[src/ebi_pkg.sv]
// Package: register map, field layout and bus types of the external bus block
package ebi_pkg;

    localparam logic [11:0] ADDR_TIMING_LOW  = 12'h468;
    localparam logic [11:0] ADDR_TIMING_HIGH = 12'h469;
    localparam logic [11:0] ADDR_BUS_CONFIG  = 12'h46a;

    localparam logic [7:0] RESET_TIMING_LOW  = 8'hef;
    localparam logic [7:0] RESET_TIMING_HIGH = 8'hff;
    // Reset value of the configuration register: wait on, bus on, size 0
    localparam logic [7:0] RESET_BUS_CONFIG  = 8'h00;
    localparam logic [7:0] BUS_CONFIG_MASK   = 8'h1f;
    localparam logic [7:0] TIMING_LOW_MASK   = 8'hef;

    localparam int WAIT_DISABLE_BIT = 4;
    localparam int BUS_DISABLE_BIT  = 3;
    localparam int BUS_SIZE_LSB     = 0;
    localparam int LATCH_WIDTH_BIT  = 5;

    // Two-bit field positions (low bit) in the high timing register
    localparam int WRITE_LEN_LSB       = 6;
    localparam int WRITE_LATCH_LEN_LSB = 4;
    localparam int READ_LEN_LSB        = 2;
    localparam int READ_LATCH_LEN_LSB  = 0;
    // Two-bit field positions (low bit) in the low timing register
    localparam int WRITE_MODE_LSB      = 6;
    localparam int CODE_LEN_LSB        = 2;
    localparam int CODE_LATCH_LEN_LSB  = 0;

    // Extra cycles added to a field so a zero field still gives one cycle
    localparam logic [2:0] PHASE_BASE = 3'h1;

    typedef enum logic [1:0] {
        ACC_CODE,
        ACC_READ,
        ACC_WRITE
    } ebi_kind_type;

    typedef struct packed {
        logic         valid;
        ebi_kind_type kind;
        logic         latch;
        logic [19:0]  addr;
        logic [15:0]  wdata;
    } ebi_req_type;

endpackage : ebi_pkg

[src/ebi_top.sv]
// External bus interface: straps, timing registers and bus cycle sequencer
// Behaviour
// - Program fetch strobe is driven low during every external code fetch.
// - Program fetch strobe stays high except during external code accesses.
// - Code-source select is captured when reset releases and held afterwards.
// - Latched select zero sends every fetch to external memory.
// - Latched select one fetches internally below on-chip size, else external.
// - After capture the same pin acts as the bus wait request.
// - Wait held high stretches any external access until it drops.
// - High timing register holds four two-bit length fields, resets to ff.
// - Low timing register holds mode, latch width, code fields, resets to ef.
// - Bus width strap captured at reset release; zero eight bit, one 16.
// - Address latch strobe pulses high only for real external bus cycles.
// - Separate low-byte write and data read strobes for external data.
`timescale 1ns/1ps
module ebi_top #(
    parameter int ADDR_WIDTH    = 20,
    parameter int ONCHIP_BYTES  = 32768
) (
    input  wire logic                clock,
    input  wire logic                rst,
    input  wire logic                code_source_select,
    input  wire logic                bus_width_strap,
    input  wire logic                reg_write,
    input  wire logic [11:0]         reg_addr,
    input  wire logic [7:0]          reg_wdata,
    output logic      [7:0]          reg_rdata,
    input  wire ebi_pkg::ebi_req_type req,
    output logic                     req_ready,
    output logic                     internal_fetch,
    output logic                     done,
    output logic      [15:0]         rdata,
    input  wire logic [15:0]         bus_in,
    output logic      [15:0]         bus_out,
    output logic                     bus_oe_n,
    output logic      [ADDR_WIDTH-1:0] addr_out,
    output logic                     address_latch_strobe,
    output logic                     program_fetch_strobe_n,
    output logic                     read_strobe_n,
    output logic                     low_byte_write_strobe,
    output logic                     high_byte_write_strobe,
    output logic                     wide_bus,
    output logic                     code_external_only
);

    if (ADDR_WIDTH < 16 || ADDR_WIDTH > 20 || ONCHIP_BYTES < 1)
    begin : g_bad_param
        $error("ebi_top: unsupported parameter value");
    end

    typedef enum logic [2:0] {
        ST_IDLE,
        ST_LATCH,
        ST_DATA,
        ST_END
    } ebi_state_type;

    ebi_state_type state;
    logic [7:0]    timing_low;
    logic [7:0]    timing_high;
    logic [7:0]    bus_config;
    logic          in_reset;
    logic [2:0]    count;
    ebi_pkg::ebi_kind_type kind;
    logic          wait_enable;

    // Register decode
    wire sel_low  = reg_addr == ebi_pkg::ADDR_TIMING_LOW;
    wire sel_high = reg_addr == ebi_pkg::ADDR_TIMING_HIGH;
    wire sel_cfg  = reg_addr == ebi_pkg::ADDR_BUS_CONFIG;
    wire [7:0] next_rdata = sel_low  ? timing_low :
                            sel_high ? timing_high :
                            sel_cfg  ? bus_config : 8'h00;

    // Internal fetch decision from the latched select
    wire below_onchip = 32'(req.addr[ADDR_WIDTH-1:0]) < ONCHIP_BYTES;
    wire go_internal  = req.kind == ebi_pkg::ACC_CODE &&
                        !code_external_only && below_onchip;
    wire bus_off      = bus_config[ebi_pkg::BUS_DISABLE_BIT];
    wire start        = state == ST_IDLE && req.valid && !in_reset;

    // Phase lengths from timing fields
    wire [1:0] latch_field =
        req.kind == ebi_pkg::ACC_CODE ?
            timing_low[ebi_pkg::CODE_LATCH_LEN_LSB +: 2] :
        req.kind == ebi_pkg::ACC_READ ?
            timing_high[ebi_pkg::READ_LATCH_LEN_LSB +: 2] :
            timing_high[ebi_pkg::WRITE_LATCH_LEN_LSB +: 2];
    // Data phase reads the kind held since start, not the live request
    wire [1:0] data_field =
        kind == ebi_pkg::ACC_CODE ?
            timing_low[ebi_pkg::CODE_LEN_LSB +: 2] :
        kind == ebi_pkg::ACC_READ ?
            timing_high[ebi_pkg::READ_LEN_LSB +: 2] :
            timing_high[ebi_pkg::WRITE_LEN_LSB +: 2];
    wire [2:0] latch_len = ebi_pkg::PHASE_BASE + {1'b0, latch_field}
                           + {2'b00, timing_low[ebi_pkg::LATCH_WIDTH_BIT]};
    wire [2:0] data_len  = ebi_pkg::PHASE_BASE + {1'b0, data_field};
    // Wait is the select pin once the strap has been taken
    wire wait_req = wait_enable && code_source_select;
    wire data_last = count == 3'h1 && !wait_req;

    always_ff @(posedge clock)
    begin
        if (rst)
        begin
            timing_low  <= ebi_pkg::RESET_TIMING_LOW;
            timing_high <= ebi_pkg::RESET_TIMING_HIGH;
            bus_config  <= ebi_pkg::RESET_BUS_CONFIG;
            reg_rdata   <= 8'h00;
        end
        else
        begin
            reg_rdata <= next_rdata;
            if (reg_write && sel_low)
                timing_low <= reg_wdata & ebi_pkg::TIMING_LOW_MASK;
            if (reg_write && sel_high)
                timing_high <= reg_wdata;
            if (reg_write && sel_cfg)
                bus_config <= reg_wdata & ebi_pkg::BUS_CONFIG_MASK;
        end
    end

    // Straps sampled on the first clock after reset releases
    always_ff @(posedge clock)
    begin
        if (rst)
            in_reset <= 1'b1;
        else
            in_reset <= 1'b0;
    end

    always_ff @(posedge clock)
    begin
        if (in_reset && !rst)
        begin
            code_external_only <= !code_source_select;
            wide_bus           <= bus_width_strap;
        end
    end

    // Cycle sequencer; kind, wait enable and latch length are frozen at start, data length when the latch phase ends
    always_ff @(posedge clock)
    begin
        if (rst)
        begin
            state                  <= ST_IDLE;
            count                  <= 3'h0;
            kind                   <= ebi_pkg::ACC_CODE;
            wait_enable            <= 1'b0;
            req_ready              <= 1'b0;
            internal_fetch         <= 1'b0;
            done                   <= 1'b0;
            rdata                  <= 16'h0000;
            bus_out                <= 16'h0000;
            bus_oe_n               <= 1'b1;
            addr_out               <= '0;
            address_latch_strobe   <= 1'b0;
            program_fetch_strobe_n <= 1'b1;
            read_strobe_n          <= 1'b1;
            low_byte_write_strobe  <= 1'b0;
            high_byte_write_strobe <= 1'b0;
        end
        else
        begin
            done           <= 1'b0;
            internal_fetch <= 1'b0;
            req_ready      <= state == ST_IDLE && !in_reset && !req.valid;
            unique case (state)
                ST_IDLE:
                begin
                    if (start && (go_internal || bus_off))
                    begin
                        internal_fetch <= go_internal;
                        done           <= 1'b1;
                        // Idle gap so a still-held request is not retaken
                        state          <= ST_END;
                    end
                    else if (start)
                    begin
                        kind        <= req.kind;
                        wait_enable <= !bus_config[ebi_pkg::WAIT_DISABLE_BIT];
                        addr_out    <= req.addr[ADDR_WIDTH-1:0];
                        bus_out     <= req.wdata;
                        bus_oe_n    <= 1'b0;
                        count       <= latch_len;
                        address_latch_strobe <= 1'b1;
                        state       <= ST_LATCH;
                    end
                end
                ST_LATCH:
                begin
                    if (count == 3'h1)
                    begin
                        address_latch_strobe <= 1'b0;
                        count <= data_len;
                        bus_oe_n <= kind != ebi_pkg::ACC_WRITE;
                        program_fetch_strobe_n <=
                            kind != ebi_pkg::ACC_CODE;
                        read_strobe_n <= kind != ebi_pkg::ACC_READ;
                        low_byte_write_strobe <=
                            kind == ebi_pkg::ACC_WRITE;
                        high_byte_write_strobe <=
                            kind == ebi_pkg::ACC_WRITE && wide_bus;
                        state <= ST_DATA;
                    end
                    else
                        count <= count - 3'h1;
                end
                ST_DATA:
                begin
                    if (data_last)
                    begin
                        rdata                  <= bus_in;
                        program_fetch_strobe_n <= 1'b1;
                        read_strobe_n          <= 1'b1;
                        low_byte_write_strobe  <= 1'b0;
                        high_byte_write_strobe <= 1'b0;
                        bus_oe_n               <= 1'b1;
                        done                   <= 1'b1;
                        state                  <= ST_END;
                    end
                    else if (count != 3'h1)
                        count <= count - 3'h1;
                end
                ST_END:
                    state <= ST_IDLE;
            endcase
        end
    end

    property p_strobe_only_code;
        @(posedge clock) disable iff (rst)
        !program_fetch_strobe_n |-> state == ST_DATA && kind == ebi_pkg::ACC_CODE;
    endproperty
    a_strobe_only_code: assert property (p_strobe_only_code)
        else $error("fetch strobe active outside external code cycle");

    property p_fetch_strobe;
        @(posedge clock) disable iff (rst)
        $rose(state == ST_DATA) && kind == ebi_pkg::ACC_CODE
            |-> !program_fetch_strobe_n;
    endproperty
    a_fetch_strobe: assert property (p_fetch_strobe)
        else $error("fetch strobe missing in code cycle");

    property p_internal_no_bus;
        @(posedge clock) disable iff (rst)
        internal_fetch |-> state == ST_END && !address_latch_strobe;
    endproperty
    a_internal_no_bus: assert property (p_internal_no_bus)
        else $error("internal fetch started a bus cycle");

    property p_wait_stretch;
        @(posedge clock) disable iff (rst)
        state == ST_DATA && wait_req |=> state == ST_DATA;
    endproperty
    a_wait_stretch: assert property (p_wait_stretch)
        else $error("access ended while wait was high");

    property p_latch_in_cycle;
        @(posedge clock) disable iff (rst)
        address_latch_strobe |-> state == ST_LATCH;
    endproperty
    a_latch_in_cycle: assert property (p_latch_in_cycle)
        else $error("latch strobe outside address phase");

    property p_reset_high;
        @(posedge clock) $fell(rst) |-> timing_high == 8'hff
            && timing_low == 8'hef;
    endproperty
    a_reset_high: assert property (p_reset_high)
        else $error("timing registers not at reset value");

    property p_strap_hold;
        @(posedge clock) disable iff (rst)
        !in_reset |=> $stable(code_external_only) && $stable(wide_bus);
    endproperty
    a_strap_hold: assert property (p_strap_hold)
        else $error("strap value changed after capture");

    property p_strobes_exclusive;
        @(posedge clock) disable iff (rst)
        !(!read_strobe_n && low_byte_write_strobe)
            && !(!read_strobe_n && !program_fetch_strobe_n);
    endproperty
    a_strobes_exclusive: assert property (p_strobes_exclusive)
        else $error("read and write or fetch strobes overlap");

    property p_high_write_wide;
        @(posedge clock) disable iff (rst)
        high_byte_write_strobe |-> wide_bus && low_byte_write_strobe;
    endproperty
    a_high_write_wide: assert property (p_high_write_wide)
        else $error("high byte strobe without wide bus");

    property p_read_releases_bus;
        @(posedge clock) disable iff (rst)
        (!read_strobe_n || !program_fetch_strobe_n) |-> bus_oe_n;
    endproperty
    a_read_releases_bus: assert property (p_read_releases_bus)
        else $error("bus driven while a read strobe is active");

    property p_idle_quiet;
        @(posedge clock) disable iff (rst)
        state == ST_IDLE |-> program_fetch_strobe_n && read_strobe_n
            && !low_byte_write_strobe;
    endproperty
    a_idle_quiet: assert property (p_idle_quiet)
        else $error("strobe active while sequencer idle");

endmodule : ebi_top

[config.mk]
export PLATFORM = sky130hd
export DESIGN_NAME = ebi_top
export DESIGN_NICKNAME = d
export VERILOG_FILES = /design/src/ebi_pkg.sv /design/src/ebi_top.sv
export SDC_FILE = /design/constraint.sdc
export NUM_CORES = 1
export LEC_CHECK = 0
export BUFFER_PORTS_ARGS = -buffer_cell sky130_fd_sc_hd__buf_2
export CORE_MARGIN = 2
export CORE_UTILIZATION = 49
export CTS_CLUSTER_DIAMETER = 40
export DETAILED_ROUTE_END_ITERATION = 7
export PLACE_DENSITY = 0.79
export SLEW_MARGIN = 20
export SYNTH_ARGS = -nofsm -noshare
export SYNTH_HDL_FRONTEND = slang
export SYNTH_SLANG_ARGS = --single-unit
[constraint.sdc]
create_clock -name clock -period 2.8 [get_ports clock]
set_input_delay 0.56 -clock clock [delete_from_list [all_inputs] [get_ports clock]]
set_output_delay 0.56 -clock clock [all_outputs]
set_load 0.05 [all_outputs]
After elaboration in Yosys (flattened, before gate mapping) --
Cells that the tools add are included.
Word-level totals: register bits 101, logic and storage cells 129, bits of input ports 81
Operators by class: equal/unequal tests 20, $lt $le $gt $ge 1, add/sub/neg operators 4, multiplexer cells 40, reduce and logical (&&, ||, !) cells 38, bitwise gates (word level) 2
Operator list (count):
- $eq A12 B11 Y1 const B | 3
- $mux W3 | 9
- $lt A20 B16 Y1 const B | 1
- $mux W8 | 2
- $mux W1 | 15
- $logic_and A1 B1 Y1 | 14
- $ne A2 B2 Y1 const B | 7
- $pmux W1 S2 | 6
- $pmux W3 S4 | 1
- $reduce_and A5 Y1 | 2
- $pmux W3 S3 | 1
- $reduce_and A3 Y1 | 3
- $mux W2 | 4
- $logic_not A1 Y1 | 7
- $add A1 B2 Y3 const A | 2
- $eq A3 B1 Y1 const B | 2
- $eq A3 B2 Y1 const B | 2
- $reduce_bool A2 Y1 | 3
- $mux W5 | 1
- $eq A2 B1 Y1 const B | 2
- $logic_not A2 Y1 | 2
- $reduce_and A4 Y1 | 1
- $add A3 B1 Y3 | 1
- $logic_not A3 Y1 | 1
- other kinds (12) | 13

Longest topological paths before layout --
depth after elaboration 8, gate-level depth with buffers 9, depth with buffers taken out 8

Worst setup path before layout --
No wires, ideal clock.
path type register to register, start point reg state[0], end point reg count[2], data arrival time 1812 ps, buffers on the path 1, setup time 122 ps, required time 2678 ps, path slack 866 ps, cell stages (with the launch flop) 8, cells stage by stage dfxtp_1 inv_1 ha_1 buf_6 and3b_1 a2111o_1 and2_4 o311a_1
On the way: longest elaborated chain between the ends 6, elaborated cells between the ends (all ways) 13
RTL lines:
- start: declaration | RTL line ebi_top.sv:58 | ebi_state_type state;
- start signal: assignment | RTL line ebi_top.sv:147 | state <= ST_IDLE;
- start signal: assignment | RTL line ebi_top.sv:177 | state <= ST_END;
- start signal: assignment | RTL line ebi_top.sv:188 | state <= ST_LATCH;
- $logic_not A3 Y1 | RTL line ebi_top.sv:80, ebi_top.sv:169
- $logic_and A1 B1 Y1 (2 in a row) | RTL line ebi_top.sv:80 | wire start = state == ST_IDLE && req.valid && !in_reset;
- $logic_and A1 B1 Y1 | RTL line ebi_top.sv:172 | if (start && (go_internal || bus_off))
- $ne A2 B2 Y1 (no line)
- $reduce_and A5 Y1 (no line)
- end signal: assignment | RTL line ebi_top.sv:186 | count <= latch_len;
- end signal: assignment | RTL line ebi_top.sv:196 | count <= data_len;
- end signal: assignment | RTL line ebi_top.sv:208 | count <= count - 3'h1;
- end: declaration | RTL line ebi_top.sv:63 | logic [2:0] count;
Parallel ways exist; a longest one is shown, timed or not. A chain may end at the register's enable or synchronous reset.

Final worst setup path --
Same ends and word-level chain as after synthesis.

==> results <==
- The final-report hold violation count was 0.
- The commonest cells after synthesis are sky130_fd_sc_hd__nand2_1, sky130_fd_sc_hd__dfxtp_1, sky130_fd_sc_hd__a21oi_1.
- The slowest stage of the critical path belongs to the cell sky130_fd_sc_hd__a2111o_1.
- Using the TritonRoute via totals, the vias-per-cell ratio works out to 5.31.
- The final worst clock skew is 0.0150 ns.
- Sequential cells account for 43.8% of the total power.
- 152 I/O pins were placed.
- The actual slew at the worst max-slew pin is 0.717 ns.
- The first global-routing pass estimated 15.8 mm of wire.
- The H-tree was split into 3 levels.
- The number of setup violations in the final report is 0.
- The number of antenna violations at the first check in global routing is 0.
- The number of global-route vias before repair is 3,502.
- The arithmetic-cell share of the synthesized area counting full adders, half adders and majority gates is 3.03%.
- In this run the biggest area consumer among cell types represents 47.5% of the synthesized area.
- During synthesis, Yosys emitted a total of 0 warnings.
- Gates resized during post-CTS repair numbered 0.
- The number of buffers inserted by post-CTS setup repair is 0.
- The final critical path takes up 75.9% of the cycle.
- The number of nets in the synthesized netlist is 578.
- The power density over cell area is 730 mW/mm2.
- The clock passes through at most 2 buffers.
- Of the total power, the share spent switching nets is 38.3%.
- The peak per-stage delay on the critical path is 0.45 ns.
- The congestion estimate from routability-driven global placement came to 0.837.
- The multi-input gate area in the final layout is 0.00190 mm2.
- The worst pin sits at a relative slew slack of 51.8%.
- The total overflow left after global routing is 0.
- The worst hold path terminates at wide_bus.
- Max-cap violations in this run came to 0.
- Setup repair after global routing left no endpoint under its margin.
- The clock-pin slew of the registers on the worst-case setup and hold paths is 0.09 ns.
- The number of nets at the end of the flow is 718.
- The die is 95.9 um wide.
- Counting every sink on the clock net gives 100.
- In this run, synthesis inferred 2 flip-flops with an integrated enable.
- After synthesis, the cell types taking the most area are sky130_fd_sc_hd__dfxtp_1, sky130_fd_sc_hd__nand2_1, sky130_fd_sc_hd__a21oi_1.
- The cell count after synthesis came out at 487.
- The count of buffers added on input and output ports is 150.
- The clock period could shrink to 2.13 ns.
- The worst path required time is 3.05 ns.
- In the post-synthesis netlist, the cell with the most instances is sky130_fd_sc_hd__nand2_1.
- The final route contains 3,904 vias.
- STA classifies the critical path endpoint as a flop.
- The post-route netlist has 29.0% of its cells at a drive strength greater than 1.
- Clock latency on the worst-skew pair, taken at its later pin, is 0.36 ns.
- By area, the combinational part of the netlist is dominated by simple AND/OR/NAND/NOR gates.
- The remaining design rule violation count is 0.
- For the worst flop-to-flop path, the logic depth is 6.
- The launch point of the worst hold path is bus_width_strap.
- The worst hold path cell count is 1.
- The commonest register cell after synthesis is sky130_fd_sc_hd__dfxtp_1.
- The share of flip-flops with an asynchronous set or reset after synthesis is 0%.
- The detailed router's first-iteration violation count is 112.
- CTS placed an instance of sky130_fd_sc_hd__clkbuf_8 at the clock tree root.
- Of all nets on the critical path, the largest fanout is 10.
- In this run the critical register-to-register path is launched from state[0].
- The power spent charging and discharging nets is 1.43 mW.
- Counting distinct cell types in the post-synthesis netlist gives 54.
- The quantity of hold-fixing buffers added after cts is 0.
- Fill cells in the final layout number 733.
- The critical path start-end classification is flop to flop.
- The total half-perimeter wirelength after legalization and detailed placement is 7.69 mm.
- In the final timing run, aggregate negative setup slack is 0 ns.
- The total power draw is 3.73 mW.
- In this run the static leakage power is 2.40 nW.
- The average instance in the mapped netlist occupies 8.49 um2.
- The post-route antenna net violation count is 0.
- IR analysis of the VDD net gives a maximum drop of 0.000304 V.
- Walking the worst path, the cells encountered are inv_1 > ha_1 > and3b_1 > a2111o_1 > and2_4 > o311a_1.
- The biggest area contributor in the post-synthesis netlist is sky130_fd_sc_hd__dfxtp_1.
- The startpoint kind of the worst setup timing path is a flop.
- The placement row count is 33.
- The destination of the worst register-to-register timing path is count[2].
- The run finished with clean final reports.
- For this run, the top clock speed supported by timing is 470 MHz.
- The number of clock buffers added by TritonCTS is 9.
- The floorplan die height is 95.9 um.
- The number of synthesized register bits is 100.
- At the worst endpoint, the arrival time is 2.38 ns.
- Summing the areas of all and, or, nand and nor instances in the mapped netlist gives 21.4% of the synthesized area.
- The number of antenna diodes in the final layout is 0.
- The first TritonRoute pass finished after 4 iterations.
- The wire length after detailed routing is 10.3 mm.
- TritonCTS built the clock tree.
- The total count of max-transition violations in the final report is 0.
- The die covers 0.00919 mm2.
- Summing all flip-flop and latch instances after layout gives 0.00202 mm2.
- The portion of synthesized area spent on multiplexers is 3.90%.
- The sequential fraction of the synthesis area is 48.9%.
- The signed area change from the synthesized netlist to the final layout is 23.5%.
- The synthesized netlist devotes 17.4% of its cell area to compound gates.
- Per report_power, the combinational group accounts for 34.3% of the total.
- Summing every instance area after synthesis gives 0.00413 mm2.
- The clock network accounts for 21.9% of the total power.
- The cell-internal power is 2.30 mW.
- The floorplan step defined a core boundary enclosing 0.00822 mm2.
- The overall track demand over capacity in global routing is 22.1%.
- Entering global routing, the biggest net connects 48 pins.
- The worst hold path belongs to the class primary input to flop.
- The wire length per cell after detailed routing is 14.0 um.
- For this configuration, the core starts out at a cell density of 50.3%.
- The setup slack of the worst register-to-register path is 0.67 ns.
- Of the total synthesized cell area, the portion taken by XOR and XNOR cells is 0%.
[state kept, by name, summed over array words and instances (netlist names), 2 cells and up]
name and count:
count 3, reg_rdata 8, bus_out 16, kind 2
timing_high 8, rdata 16, timing_low 7, bus_config 5
addr_out 20, state 2
[power groups by stage]
| stage | sequential [mW] | clock, mW | combinational [mW] |
|---|---|---|---|
| after floorplan | 1.93 | 0 | 0.690 |
| after detailed placement | 1.66 | 0 | 1.27 |
| after global placement | 1.65 | 0 | 1.23 |
| final | 1.63 | 0.818 | 1.28 |
| after global routing | 1.65 | 0.897 | 1.38 |
| after CTS | 1.63 | 0.837 | 1.27 |
[stage by stage]
step           instances  instance area, um2  setup slack, ns  hold WS (ns)  util (%)
2_1_floorplan        487                4130            0.866         0.416         -
3_3_place_gp         721                4940            0.670         0.438      60.1
3_5_place_dp         721                4940            0.562         0.443      60.1
4_1_cts              735                5110            0.692         0.364      62.2
5_1_grt              735                5110            0.528         0.357      62.2
6_report             735                5110            0.675         0.375      62.2
[critical path, delay by kind of cell (launching register included)]
kind            cells  cell delay (ns)
compound gates      2             0.80
simple gates        2             0.40
flops               1             0.39
fa+ha+maj           1             0.32
buf+inv             1             0.10
[worst max path at each step]
stage / cells past startpoint / end / slack (ns) / startpoint
after floorplan: 7 / count[2] / 0.87 / state[0]
after global placement: 6 / addr_out[18] / 0.67 / req[31]
after detailed placement: 6 / addr_out[3] / 0.56 / req[31]
after CTS: 6 / count[2] / 0.69 / state[0]
after global routing: 6 / count[2] / 0.53 / state[0]
final: 6 / count[2] / 0.67 / state[0]
[cell type report]
type                            count  area share, %
Clock inverter                      3          0.465
Tap cell                          105           2.57
Multi-Input combinational cell    337           37.2
Sequential cell                   100           39.6
Clock buffer                       11           2.77
Inverter                           21           1.54
Timing Repair Buffer              158           15.9
[metal layers]
metal  global-route usage (%)  part of all wire [%]  vias to the layer above
li1                         -                     -                     1938
met1                     26.5                    42                     1814
met2                     38.9                    50                      141
met3                     5.09                   7.1                       11
met4                     7.14                   1.1                        0
met5                        0                     0                        -
[layout by cell type (no fill, tap or decap), drive strengths merged, types with 10 or more instances in the layout]
cell / instances
clkbuf: 11
dfxtp: 98
o211ai: 14
ha: 10
inv: 22
nand2: 132
buf: 158
nor2: 18
mux2i: 15
a21oi: 74
[cell families (layout without fill, tap and decap cells)]
| family | after synthesis | after routing |
|---|---|---|
| compound gates | 118 | 118 |
| fa+ha+maj | 10 | 10 |
| buf+inv | 50 | 193 |
| flops | 100 | 100 |
| mux | 16 | 16 |
| simple gates | 193 | 193 |
No activity file was read; power rests on OpenSTA's default activity.
